### config.mk
export PLATFORM = sky130hd
export DESIGN_NAME = cmp_vref_ctrl
export DESIGN_NICKNAME = d
export VERILOG_FILES = /design/src/common/cmp_vref_pkg.sv /design/src/hdl/cmp_vref_ctrl.sv /design/src/hdl/pin_sync.sv
export VERILOG_INCLUDE_DIRS = /design/src /design/src/common
export SDC_FILE = /design/constraint.sdc
export NUM_CORES = 1
export LEC_CHECK = 0
export ABC_CLOCK_PERIOD_IN_PS = 1830
export BUFFER_PORTS_ARGS = -buffer_cell sky130_fd_sc_hd__buf_2
export CORE_MARGIN = 1
export CORE_UTILIZATION = 41
export DETAILED_ROUTE_END_ITERATION = 6
export PLACE_DENSITY = 0.76
export RECOVER_POWER = 25
export SLEW_MARGIN = 20
export SYNTH_ARGS = -nofsm -noshare
export SYNTH_HDL_FRONTEND = slang
export SYNTH_HIERARCHICAL = 1
export SYNTH_SLANG_ARGS = --single-unit
### constraint.sdc
create_clock -name clk_in -period 1.83 [get_ports clk_in]
set_input_delay 0.2745 -clock clk_in [delete_from_list [all_inputs] [get_ports clk_in]]
set_output_delay 0.2745 -clock clk_in [all_outputs]
set_load 0.02 [all_outputs]
### src/common/cmp_vref_defs.svh
// Constants for the comparator and reference-ladder control block.
// Assumes inclusion by bare name from design and testbench files.
`ifndef CMP_VREF_DEFS_SVH
`define CMP_VREF_DEFS_SVH

// ----------------------------------------------------------------------------
// Register offsets (printed offsets are not all multiples of four: indices)
// ----------------------------------------------------------------------------
`define IDX_CORE_INT_CTRL   8'h0b
`define IDX_PERIPH_FLAG     8'h0c
`define IDX_CMP_CTRL        8'h19
`define IDX_PORTA_DIR       8'h85
`define IDX_PERIPH_EN       8'h8c
`define IDX_LADDER_CTRL     8'h99
`define IDX_LINK_STATUS     8'hf0

// ----------------------------------------------------------------------------
// Field positions
// ----------------------------------------------------------------------------
`define BIT_GLOBAL_EN       7
`define BIT_PERIPH_EN       6
`define BIT_CHANGE_FLAG     3
`define BIT_CHANGE_EN       3
`define BIT_RESULT          6
`define BIT_INVERT          4
`define BIT_SWITCH          3
`define BIT_LADDER_ON       7
`define BIT_RANGE_LOW       5

// ----------------------------------------------------------------------------
// Reset values and masks
// ----------------------------------------------------------------------------
`define RST_CORE_INT_CTRL   8'h00
`define RST_PERIPH_FLAG     8'h00
`define RST_CMP_CTRL        8'h00
`define RST_PORTA_DIR       8'h3f
`define RST_PERIPH_EN       8'h00
`define RST_LADDER_CTRL     8'h00
`define MASK_PERIPH         8'hc9
`define MASK_PORTA_DIR      8'h3f
`define MASK_CMP_CTRL       8'h1f
`define MASK_LADDER         8'haf

// ----------------------------------------------------------------------------
// Ladder arithmetic and synchroniser depth
// ----------------------------------------------------------------------------
`define LADDER_LOW_DIV      24
`define LADDER_HIGH_DIV     32
`define LADDER_HIGH_BASE    4
`define LADDER_LEVELS       32
`define SYNC_STAGES         3

`endif

### src/common/cmp_vref_pkg.sv
// Types shared by the comparator and reference-ladder control block.
// Assumes the constants header is on the include path.
package cmp_vref_pkg;

    typedef enum logic [2:0] {
        MODE_RESET   = 3'b000,
        MODE_SW_LOW  = 3'b101,
        MODE_SW_HIGH = 3'b110,
        MODE_OFF     = 3'b111
    } cmp_mode_e;

    typedef enum logic [1:0] {
        BUS_IDLE = 2'b01,
        BUS_DATA = 2'b10
    } bus_state_e;

endpackage : cmp_vref_pkg

### src/hdl/cmp_vref_ctrl.sv
// Digital control for the on-chip comparator and its resistor-ladder
// reference, with AHB-Lite register access and the change-flag logic.
// Assumes the analog comparator output is asynchronous to clk_in.
//
// Functional notes
// - Reference offers 32 levels: 16 tap codes in each of two ranges.
// - Low range: reference equals tap code over 24 times supply.
// - High range: supply quarter plus tap code times supply over 32.
// - Ladder control bit 7 powers the ladder on; clear powers it down.
// - Ladder control bit 5 set selects low range, clear selects high.
// - Ladder control bits 3..0 hold tap code 0 to 15.
// - Comparator and ladder stay operating through sleep if enabled.
// - Mode 111 switches the comparator off for lowest sleep power.
// - During sleep an enabled comparator's change flag wakes the device.
// - Waking from sleep leaves both control registers unchanged.
// - Reset loads reset states: mode 000 and ladder off.
// - In reset configuration all comparator pins are analog inputs.
// - Flag sets whenever the comparator output differs from latched value.
// - Flag is bit 3 of peripheral flags; only software clears it.
// - Software writing one to the flag sets it.
// - Interrupt reaches core only if change, peripheral and global enables set.
// - Flag still sets when any enable is clear.
// - Any read or write of comparator control latches the output.
// - Persisting mismatch keeps setting the flag after a software clear.
// - A change coinciding with a control read may miss setting the flag.
// - Result bit reports comparison inverted when invert bit is set.
// - In modes 110 and 101 input switch picks the negative input pin.
//
// Local design decision: the AHB-Lite slave port.
`timescale 1ns/1ps
`include "cmp_vref_defs.svh"
module cmp_vref_ctrl
    import cmp_vref_pkg::*;
#(
    parameter int SYNC_DEPTH = `SYNC_STAGES
) (
    // Clock, reset and clock enable
    input  wire logic        clk_in,
    input  wire logic        rst_n_in,
    input  wire logic        ce_in,
    // AHB-Lite slave
    input  wire logic        hsel_in,
    input  wire logic [31:0] haddr_in,
    input  wire logic [1:0]  htrans_in,
    input  wire logic        hwrite_in,
    input  wire logic [2:0]  hsize_in,
    input  wire logic [31:0] hwdata_in,
    input  wire logic        hready_in,
    output logic [31:0]      hrdata_out,
    output logic             hreadyout_out,
    output logic             hresp_out,
    // Analog front end
    input  wire logic        compare_raw_in,
    input  wire logic        sleep_in,
    output logic [2:0]       comparator_mode_code_out,
    output logic             result_invert_out,
    output logic             input_switch_out,
    output logic             neg_from_pos_pin_out,
    output logic             comparator_on_out,
    output logic             ladder_power_on_out,
    output logic             ladder_range_low_out,
    output logic [3:0]       ladder_tap_code_out,
    output logic [4:0]       internal_ref_level_out,
    output logic [5:0]       port_a_direction_out,
    output logic             pins_all_analog_out,
    // Core interrupt and wake
    output logic             core_irq_out,
    output logic             wake_out
);
    // ------------------------------------------------------------------------
    // Registers
    // ------------------------------------------------------------------------
    logic [7:0]  core_interrupt_control_r;
    logic [7:0]  peripheral_flag_one_r;
    logic [7:0]  comparator_control_r;
    logic [7:0]  port_a_direction_r;
    logic [7:0]  peripheral_enable_one_r;
    logic [7:0]  reference_ladder_control_r;
    logic        latched_result_r;
    bus_state_e  bus_state_r;
    logic        wr_pend_r;
    logic [7:0]  addr_idx_r;

    // ------------------------------------------------------------------------
    // Bus decode
    // ------------------------------------------------------------------------
    wire         addr_phase  = hsel_in && hready_in && htrans_in[1];
    wire [7:0]   addr_idx_a  = haddr_in[9:2];
    wire         data_write  = (bus_state_r == BUS_DATA) && wr_pend_r;
    wire         data_phase  = (bus_state_r == BUS_DATA);
    wire [7:0]   wbyte       = hwdata_in[7:0];
    wire         sel_cic     = (addr_idx_r == `IDX_CORE_INT_CTRL);
    wire         sel_pf      = (addr_idx_r == `IDX_PERIPH_FLAG);
    wire         sel_cc      = (addr_idx_r == `IDX_CMP_CTRL);
    wire         sel_pad     = (addr_idx_r == `IDX_PORTA_DIR);
    wire         sel_pe      = (addr_idx_r == `IDX_PERIPH_EN);
    wire         sel_lc      = (addr_idx_r == `IDX_LADDER_CTRL);
    wire         sel_st      = (addr_idx_r == `IDX_LINK_STATUS);
    wire         cc_touch_a  = addr_phase && (addr_idx_a == `IDX_CMP_CTRL);

    // ------------------------------------------------------------------------
    // Comparator result path
    // ------------------------------------------------------------------------
    logic        raw_sync;
    pin_sync #(
        .STAGES    (SYNC_DEPTH)
    ) u_sync (
        .clk_in    (clk_in),
        .rst_n_in  (rst_n_in),
        .ce_in     (ce_in),
        .async_in  (compare_raw_in),
        .level_out (raw_sync)
    );

    wire [2:0]   mode_code  = comparator_control_r[2:0];
    wire         cmp_on     = (mode_code != MODE_OFF) && (mode_code != MODE_RESET);
    wire         result_now = cmp_on &&
                              (raw_sync ^ comparator_control_r[`BIT_INVERT]);
    wire         mismatch   = (result_now != latched_result_r);
    // A change in the same cycle as a comparator control access is absorbed by the latch.
    wire         change_set = mismatch && !cc_touch_a;
    wire         flag_now   = peripheral_flag_one_r[`BIT_CHANGE_FLAG];
    wire         flag_wr    = data_write && sel_pf;
    // Hardware set wins over a software clear in the same cycle.
    wire         flag_nxt   = change_set ? 1'b1 :
                              (flag_wr ? wbyte[`BIT_CHANGE_FLAG] : flag_now);

    // ------------------------------------------------------------------------
    // Outputs
    // ------------------------------------------------------------------------
    wire         irq_gate   = peripheral_enable_one_r[`BIT_CHANGE_EN] &&
                              core_interrupt_control_r[`BIT_PERIPH_EN] &&
                              core_interrupt_control_r[`BIT_GLOBAL_EN];
    wire         lo_range   = reference_ladder_control_r[`BIT_RANGE_LOW];
    wire [3:0]   tap        = reference_ladder_control_r[3:0];
    wire         use_switch = (mode_code == MODE_SW_LOW) || (mode_code == MODE_SW_HIGH);

    assign comparator_mode_code_out = mode_code;
    assign result_invert_out        = comparator_control_r[`BIT_INVERT];
    assign input_switch_out         = comparator_control_r[`BIT_SWITCH];
    assign neg_from_pos_pin_out     = use_switch && comparator_control_r[`BIT_SWITCH];
    // Sleep gates nothing here, so enabled analog parts keep running.
    assign comparator_on_out        = cmp_on;
    assign ladder_power_on_out      = reference_ladder_control_r[`BIT_LADDER_ON];
    assign ladder_range_low_out     = lo_range;
    assign ladder_tap_code_out      = tap;
    // Level index 0..31: low range on 0..15, high range on 16..31.
    assign internal_ref_level_out   = {~lo_range, tap};
    assign port_a_direction_out     = port_a_direction_r[5:0];
    assign pins_all_analog_out      = (mode_code == MODE_RESET);
    assign core_irq_out             = flag_now && irq_gate;
    // Wake needs only the change enable; the core decides on vectoring.
    assign wake_out = sleep_in && cmp_on && flag_now &&
                      peripheral_enable_one_r[`BIT_CHANGE_EN];
    assign hreadyout_out            = 1'b1;
    assign hresp_out                = 1'b0;

    wire [7:0] rd_byte =
        sel_cic ? core_interrupt_control_r :
        sel_pf  ? peripheral_flag_one_r :
        sel_cc  ? {1'b0, latched_result_r, 1'b0, comparator_control_r[4:0]} :
        sel_pad ? port_a_direction_r :
        sel_pe  ? peripheral_enable_one_r :
        sel_lc  ? reference_ladder_control_r :
        sel_st  ? {6'h00, result_now, mismatch} : 8'h00;
    assign hrdata_out = {24'h00_0000, rd_byte};

    // ------------------------------------------------------------------------
    // Sequential logic
    // ------------------------------------------------------------------------
    always_ff @(posedge clk_in) begin
        if (!rst_n_in) begin
            bus_state_r <= BUS_IDLE;
            wr_pend_r   <= 1'b0;
            addr_idx_r  <= 8'h00;
        end else if (ce_in) begin
            bus_state_r <= addr_phase ? BUS_DATA : BUS_IDLE;
            wr_pend_r   <= addr_phase && hwrite_in;
            addr_idx_r  <= addr_phase ? addr_idx_a : addr_idx_r;
        end
    end

    // Sleep and wake never touch the control registers.
    always_ff @(posedge clk_in) begin
        if (!rst_n_in) begin
            core_interrupt_control_r   <= `RST_CORE_INT_CTRL;
            comparator_control_r       <= `RST_CMP_CTRL;
            port_a_direction_r         <= `RST_PORTA_DIR;
            peripheral_enable_one_r    <= `RST_PERIPH_EN;
            reference_ladder_control_r <= `RST_LADDER_CTRL;
        end else if (ce_in && data_write) begin
            if (sel_cic) begin
                core_interrupt_control_r <= wbyte;
            end else if (sel_cc) begin
                comparator_control_r <= wbyte & `MASK_CMP_CTRL;
            end else if (sel_pad) begin
                port_a_direction_r <= wbyte & `MASK_PORTA_DIR;
            end else if (sel_pe) begin
                peripheral_enable_one_r <= wbyte & `MASK_PERIPH;
            end else if (sel_lc) begin
                reference_ladder_control_r <= wbyte & `MASK_LADDER;
            end
        end
    end

    always_ff @(posedge clk_in) begin
        if (!rst_n_in) begin
            peripheral_flag_one_r <= `RST_PERIPH_FLAG;
            latched_result_r      <= 1'b0;
        end else if (ce_in) begin
            if (flag_wr) begin
                peripheral_flag_one_r <= wbyte & `MASK_PERIPH;
            end
            peripheral_flag_one_r[`BIT_CHANGE_FLAG] <= flag_nxt;
            if (cc_touch_a) begin
                latched_result_r <= result_now;
            end
        end
    end

    // ------------------------------------------------------------------------
    // Assertions
    // ------------------------------------------------------------------------
    flag_sets_a: assert property (@(posedge clk_in) disable iff (!rst_n_in)
        (ce_in && mismatch && !cc_touch_a) |=> flag_now)
        else $error("change flag not set on mismatch");
    flag_hold_a: assert property (@(posedge clk_in) disable iff (!rst_n_in)
        (ce_in && flag_now && !flag_wr) |=> flag_now)
        else $error("change flag cleared without a write");
    flag_swset_a: assert property (@(posedge clk_in) disable iff (!rst_n_in)
        (ce_in && flag_wr && wbyte[3]) |=> flag_now)
        else $error("software set of flag lost");
    irq_gate_a: assert property (@(posedge clk_in) disable iff (!rst_n_in)
        core_irq_out |-> (flag_now && peripheral_enable_one_r[3] &&
                          core_interrupt_control_r[7:6] == 2'b11))
        else $error("interrupt raised without all enables");
    latch_access_a: assert property (@(posedge clk_in) disable iff (!rst_n_in)
        (ce_in && cc_touch_a) |=> (latched_result_r == $past(result_now)))
        else $error("access did not latch result");
    persist_set_a: assert property (@(posedge clk_in) disable iff (!rst_n_in)
        (ce_in && mismatch && !cc_touch_a)[*2] |=> flag_now)
        else $error("persisting mismatch did not keep flag");
    ladder_level_a: assert property (@(posedge clk_in) disable iff (!rst_n_in)
        internal_ref_level_out[4] == !reference_ladder_control_r[5])
        else $error("ladder range level mismatch");
    reset_state_a: assert property (@(posedge clk_in)
        !rst_n_in |=> (comparator_control_r == 8'h00 && !ladder_power_on_out))
        else $error("reset state not loaded");
    off_mode_a: assert property (@(posedge clk_in) disable iff (!rst_n_in)
        (mode_code == 3'b111) |-> !comparator_on_out)
        else $error("comparator on in off mode");
    invert_a: assert property (@(posedge clk_in) disable iff (!rst_n_in)
        cmp_on |-> (result_now == (raw_sync ^ comparator_control_r[4])))
        else $error("result inversion wrong");
endmodule : cmp_vref_ctrl

### src/hdl/pin_sync.sv
// Three-stage synchroniser for a level from outside the clock domain.
// Assumes a single clock; the output changes once stages two and three agree.
`timescale 1ns/1ps
module pin_sync #(
    parameter int STAGES = 3
) (
    // Clock and control
    input  wire logic clk_in,
    input  wire logic rst_n_in,
    input  wire logic ce_in,
    // Level
    input  wire logic async_in,
    output logic      level_out
);
    logic [STAGES-1:0] chain_r;
    logic              level_nxt;

    // The first stage is read only by the second.
    assign level_nxt = (chain_r[STAGES-1] == chain_r[STAGES-2]) ?
                       chain_r[STAGES-1] : level_out;

    always_ff @(posedge clk_in) begin
        if (!rst_n_in) begin
            chain_r   <= '0;
            level_out <= 1'b0;
        end else if (ce_in) begin
            chain_r   <= {chain_r[STAGES-2:0], async_in};
            level_out <= level_nxt;
        end
    end
endmodule : pin_sync

==> flow_summary.yaml, run 1 <==
clock_network:
  clock_sinks: 49
  root_buffer: "clkbuf_8"
  clockBufferDepth: 2
  insertion_delay_ns: 0.31
  cts_tree: "done"
  cts_hold_buf: 0
  clkTransAtPathRegs_ns: 0.09
  cts_htree_levels: 2
  cts_made_buffers: 5
critical_path:
  arrival_ns: 1.95
  cp-startpoint: "addr_idx_r[6]"
  r2r_start: "addr_idx_r[5]"
  crit_fanout: 4
  cp_common_cell: "buf_6"
  r2r_cells: 8
  path_depth: 7
  critPathRequiredTime_ns: 1.56
  endpoint_kind: "primary output"
  max_stage_delay_ns: 0.40
  path_cells: "buf_6 > and4bb_2 > buf_6 > a22o_1 > a222oi_1 > nor3_2 > buf_4"
  crit_end: "hrdata_out[1]"
  ff2ff_setup_slack_ns: -0.04
  critPathKind: "flip-flop to primary output"
  startpoint_type: "flip-flop"
  r2r-end: "peripheral_flag_one_r[3]"
  cp_slowest_cell: "a222oi_1"
  crit_buf_inv: 3
  critical_path.top_delay_family: "compound AO/OA/AOI/OAI gates"
cells_and_area:
  layout_common_cells: "nand2_1 (53), buf_2 (49), dfxtp_1 (40), buf_4 (40), nand3_1 (34)"
  n_antenna_cell: 0
  instances_no_fill: 497
  nets: 496
  fin_util: 0.574
  final_common_cell: "nand2_1"
  area_growth_pct: 34.8
  n_fill_cell: 555
  drive_gt1_frac: 0.386
logic_synthesis:
  synth_edf_count: 0
  yosysWarnings: 6
  synth_top_area_frac: 0.361
  synth_ff_type: "dfxtp_1"
  synth_largest_area_cell: "dfxtp_1"
  synth-async-reset-ratio: 0
  synth_cell_types: 53
  syn_area_per_cell_um2: 8.29
  synthCells: 328
  ys_seq_elements: 49
  ys_seq_area_frac: 0.361
  synth_area_um2: 2720
  ys_top_cells_by_area: "dfxtp_1 (36%), buf_4 (8.3%), nand2_1 (8.0%)"
outcome:
  violations: "setup timing"
  outcome: "finished, violations left"
timing:
  tightestPinTransition_ns: 1.16
  maxSlewViolCount: 0
  whs_ns: 0.202
  setup_ws_ns: -0.393
  finalCriticalPeriod_ns: 2.22
  fin_crit_sh: 1.21
  max_freq_ghz: 0.450
  setup_viol: 9
  grt_setup_unrepaired: "true"
  slew_headroom: 0.225
  skew_ns: 0.00992
  hold_viol: 0
placement:
  dp_cells: 479
  place_congestion: 0.877
  dp_hpwl_um: 5140
  portBuffers: 59
  preCtsSetupSlack_ns: -0.219
die:
  core_area_um2: 6390
  die_w_um: 83.4
  fp.dieArea_um2: 6960
  io_pins: 138
  start_util: 0.426
  die_y_um: 83.4
  rows: 29
route:
  drtIter0Drc: 304
  wl_per_cell_um: 15.2
  via_count: 2719
  ant_nets: 0
  vias_per_cell: 5.47
  drc: 0
  drt_wl_total_um: 7580
  firstDrtPassIters: 5
global_routing:
  grt_max_degree: 34
  grt_pass1_vias: 2415
  antenna_found_initial: 0
  grt_pass1_wl_um: 11600
  grt_use_total: 0.207
  overflow: 0
pwr:
  power.leakage_nw: 1.58
  p_total_mw: 1.93
  powerDensity_nw_per_um2: 527
  vdd_ir_drop_max_mv: 0.350
worst_hold_path:
  hold_path_class: "input port to flip-flop"
run:
  cap_violations: 0
kinds of logic (layout without fill, tap and decap cells):
kind of cell | after synthesis | count (layout) | share of synthesized area
AO/OA/AOI/OAI | 55 | 55 | 0.156
XOR/XNOR | 3 | 3 | 0.00967
buffers and inverters | 56 | 124 | 0.127
flip-flops | 49 | 49 | 0.361
multiplexers | 10 | 10 | 0.0368
other | 2 | 26 | 0.00276
AND/OR/NAND/NOR | 153 | 153 | 0.307
metrics by stage:
stage,setup TNS (ns),instance area (µm²)
5_1_grt,-3.45,3670
3_3_place_gp,-5.04,3240
2_1_floorplan,-0.0502,2850
6_report,-2.69,3670
3_5_place_dp,-5.22,3240
4_1_cts,-2.87,3540
worst min-delay path, cell delays in order:
cell	delay (ns)
buf_2	0.08
mux2i_1	0.06
nor2_1	0.07
power breakdown:
| part | switching [mW] | internal (mW) |
|---|---|---|
| logic | 0.119 | 0.0644 |
| clock network | 0.364 | 0.307 |
| registers | 0.00731 | 1.07 |
layer usage:
metal	vias to the layer above	part of all wire	GRT usage
li1	1274	-	-
met1	1308	0.41	0.259
met2	122	0.51	0.350
met3	15	0.062	0.0388
met4	0	0.022	0.0832
met5	-	0	0
registers in the layout, summed over array words and instances (netlist names), 2 cells and up:
signal and cells:
peripheral_enable_one_r 4, u_sync/chain_r 3, reference_ladder_control_r 6, core_interrupt_control_r 8
bus_state_r 2, port_a_direction_r 6, addr_idx_r 8, peripheral_flag_one_r 4
comparator_control_r 5
layout make-up:
cell class / count / area [µm²] / area share
multi-input combinational: 247 / 1690 / 0.460
clock buffer: 6 / 82.6 / 0.0225
timing repair buffer: 110 / 768 / 0.210
sequential: 49 / 995 / 0.271
inverter: 6 / 22.5 / 0.00614
clock inverter: 2 / 13.8 / 0.00375
tap: 77 / 96.3 / 0.0263
worst min-delay path by stage:
stage / startpoint / slack [ns] / end / depth (start not counted)
floorplan: haddr_in[7] / 0.42 / addr_idx_r[5] / 2
global placement: peripheral_enable_one_r[6] / 0.44 / peripheral_enable_one_r[6] / 2
detailed placement: core_interrupt_control_r[3] / 0.45 / core_interrupt_control_r[3] / 2
CTS: compare_raw_in / 0.20 / u_sync/chain_r[0] / 3
global route: compare_raw_in / 0.20 / u_sync/chain_r[0] / 3
finish: compare_raw_in / 0.20 / u_sync/chain_r[0] / 3
repair_timing:
item,4_1_cts,5_1_grt
endpoints found under the setup margin,35,39
resized for setup,49,23
pin swaps,19,11
buffers inserted,6,5
cells in the mapped netlist, drive strengths merged, types with 5 or more instances:
| library cell | n |
|---|---|
| a21boi | 32 |
| buf | 37 |
| clkbuf | 13 |
| dfxtp | 49 |
| inv | 6 |
| mux2i | 10 |
| nand2 | 60 |
| nand2b | 8 |
| nand3 | 35 |
| nor2 | 5 |
| nor2b | 7 |
| nor3 | 11 |
| nor4 | 5 |
No activity file was read; power rests on OpenSTA's default activity.
==> run 2: changes to the inputs <==
--- a/config.mk
+++ b/config.mk
@@ -10,6 +10,7 @@
 export BUFFER_PORTS_ARGS = -buffer_cell sky130_fd_sc_hd__buf_2
 export CORE_MARGIN = 1
 export CORE_UTILIZATION = 41
+export CTS_CLUSTER_SIZE = 24
 export DETAILED_ROUTE_END_ITERATION = 6
 export PLACE_DENSITY = 0.76
 export RECOVER_POWER = 25
==> constraint.sdc (replaced) <==
create_clock -name clk_in -period 1.83 [get_ports clk_in]
set_input_delay 0.366 -clock clk_in [delete_from_list [all_inputs] [get_ports clk_in]]
set_output_delay 0.366 -clock clk_in [all_outputs]
set_load 0.02 [all_outputs]
==> run 2 against run 1 <==
  * The flow still finishes with violations (setup timing)
  * First-iteration DRC count is 34% lower
  * Power grew 1.4%
  * Hold slack improved by 0.12 ns
  * Largest cell class unchanged
  * Core utilization rose by 0.49 points
  * Setup slack got worse by 0.095 ns
  * Cell area grew 0.85%
  * Routed wire length is 1.7% higher
  * Largest power group unchanged
  * Sequential share of layout area decreased by 0.13 points
  * Clock power up 4.5%
  * Combinational power about the same
  * Register-to-register slack is essentially flat
  * Sequential power about the same
==> flow_summary.yaml, run 2 (same netlist as run 1, synthesis figures left out) <==
outcome:
  outcome: "finished, violations left"
  violations: "setup timing"
route:
  via_count: 2704
  ant_nets: 0
  drc: 0
  wl_per_cell_um: 15.5
  vias_per_cell: 5.43
  drt_wl_total_um: 7700
  drtIter0Drc: 202
  firstDrtPassIters: 5
cells_and_area:
  n_antenna_cell: 0
  reg.largest.list: "addr_idx_r x8, core_interrupt_control_r x8"
  instances_no_fill: 498
  design_area_um2: 3700
  nets: 497
  layout_common_cells: "nand2_1 (50), buf_2 (50), dfxtp_1 (39), buf_4 (38), nand3_1 (33)"
  area_growth_pct: 36.0
  drive_gt1_frac: 0.399
timing:
  maxSlewViolCount: 0
  tightestPinTransition_ns: 0.524
  hold_viol: 0
  slew_headroom: 0.651
  setup_viol: 10
  grt_setup_unrepaired: "true"
  setup_ws_ns: -0.488
  fin_crit_sh: 1.27
  max_freq_ghz: 0.431
  skew_ns: 0.0116
  finalCriticalPeriod_ns: 2.32
clock_network:
  cts_made_buffers: 5
  root_buffer: "clkbuf_8"
  insertion_delay_ns: 0.31
  cts_htree_levels: 2
  clkTransAtPathRegs_ns: 0.08
  clockBufferDepth: 2
  cts_hold_buf: 0
  cts_tree: "done"
  clock_sinks: 49
worst_hold_path:
  hold_path_class: "input port to flip-flop"
die:
  io_pins: 138
  fp.dieArea_um2: 6960
  core_area_um2: 6390
  rows: 29
  die_y_um: 83.4
  start_util: 0.426
  die_w_um: 83.4
critical_path:
  endpoint_kind: "primary output"
  startpoint_type: "flip-flop"
  critPathKind: "flip-flop to primary output"
  arrival_ns: 1.95
  critPathRequiredTime_ns: 1.46
  crit_fanout: 7
global_routing:
  overflow: 0
  grt_pass1_wl_um: 11500
  antenna_found_initial: 0
  grt_pass1_vias: 2453
  grt_use_total: 0.203
  grt_max_degree: 34
placement:
  place_congestion: 0.862
  dp_hpwl_um: 5000
  placed_area_um2: 3290
  dp_cells: 479
  portBuffers: 59
pwr:
  powerDensity_nw_per_um2: 530
  vdd_ir_drop_max_mv: 0.454
  power.leakage_nw: 1.58
run:
  cap_violations: 0
==> run 2: final cells by class <==
class	count	area, µm²
timing repair buffer	111	788
sequential	49	998
inverter	6	22.5
multi-input combinational	247	1690
clock inverter	1	5.00
tap	77	96.3
clock buffer	7	96.3
fill	551	2690
==> run 2: what timing repair did <==
action	CTS	global route
cloned	0	0
resized for setup	38	28
setup endpoints to repair	27	27
hold endpoints to repair	0	0
buffers inserted	6	5
pin swaps	10	13
==> run 2: routing by layer <==
metal / vias to the layer above / track usage / wire (µm)
li1: 1275 / - / -
met1: 1283 / 0.241 / 3170
met2: 116 / 0.359 / 3830
met3: 30 / 0.0348 / 378
met4: 0 / 0.0894 / 331
met5: - / 0 / 0
==> run 2: final timing paths <==
path,start,end,slack (ns),cells past startpoint
max reg2reg,addr_idx_r[4],comparator_control_r[1],-0.03,5
max,addr_idx_r[4],hrdata_out[3],-0.49,6
min,haddr_in[2],addr_idx_r[0],0.32,3
min reg2reg,peripheral_enable_one_r[0],peripheral_enable_one_r[0],0.47,2
==> run 2: where the power goes <==
group | total (mW) | switching, mW | internal, mW
Combinational | 0.181 | 0.118 | 0.0630
Sequential | 1.08 | 0.00792 | 1.07
Clock | 0.701 | 0.359 | 0.342
Total | 1.96 | 0.485 | 1.48
==> run 2: worst max-delay path, stage by stage, from the launching register on <==
cell and delay (ns):
dfxtp_2 0.33, or3_4 0.45, buf_6 0.17, nor3_2 0.30, a221oi_4 0.08, o21ai_4 0.19, buf_6 0.14
==> run 2: stage by stage <==
| stage | setup slack [ns] | hold slack [ns] | TNS [ns] | power, mW | util |
|---|---|---|---|---|---|
| floorplan | -0.0957 | 0.434 | -0.334 | 1.26 | - |
| global placement | -0.268 | 0.443 | -2.31 | 1.27 | 0.515 |
| finish | -0.488 | 0.317 | -3.41 | 1.96 | 0.579 |
| detailed placement | -0.269 | 0.455 | -2.69 | 1.27 | 0.515 |
| CTS | -0.461 | 0.315 | -3.17 | 1.96 | 0.558 |
| global route | -0.566 | 0.325 | -4.93 | 2.03 | 0.579 |
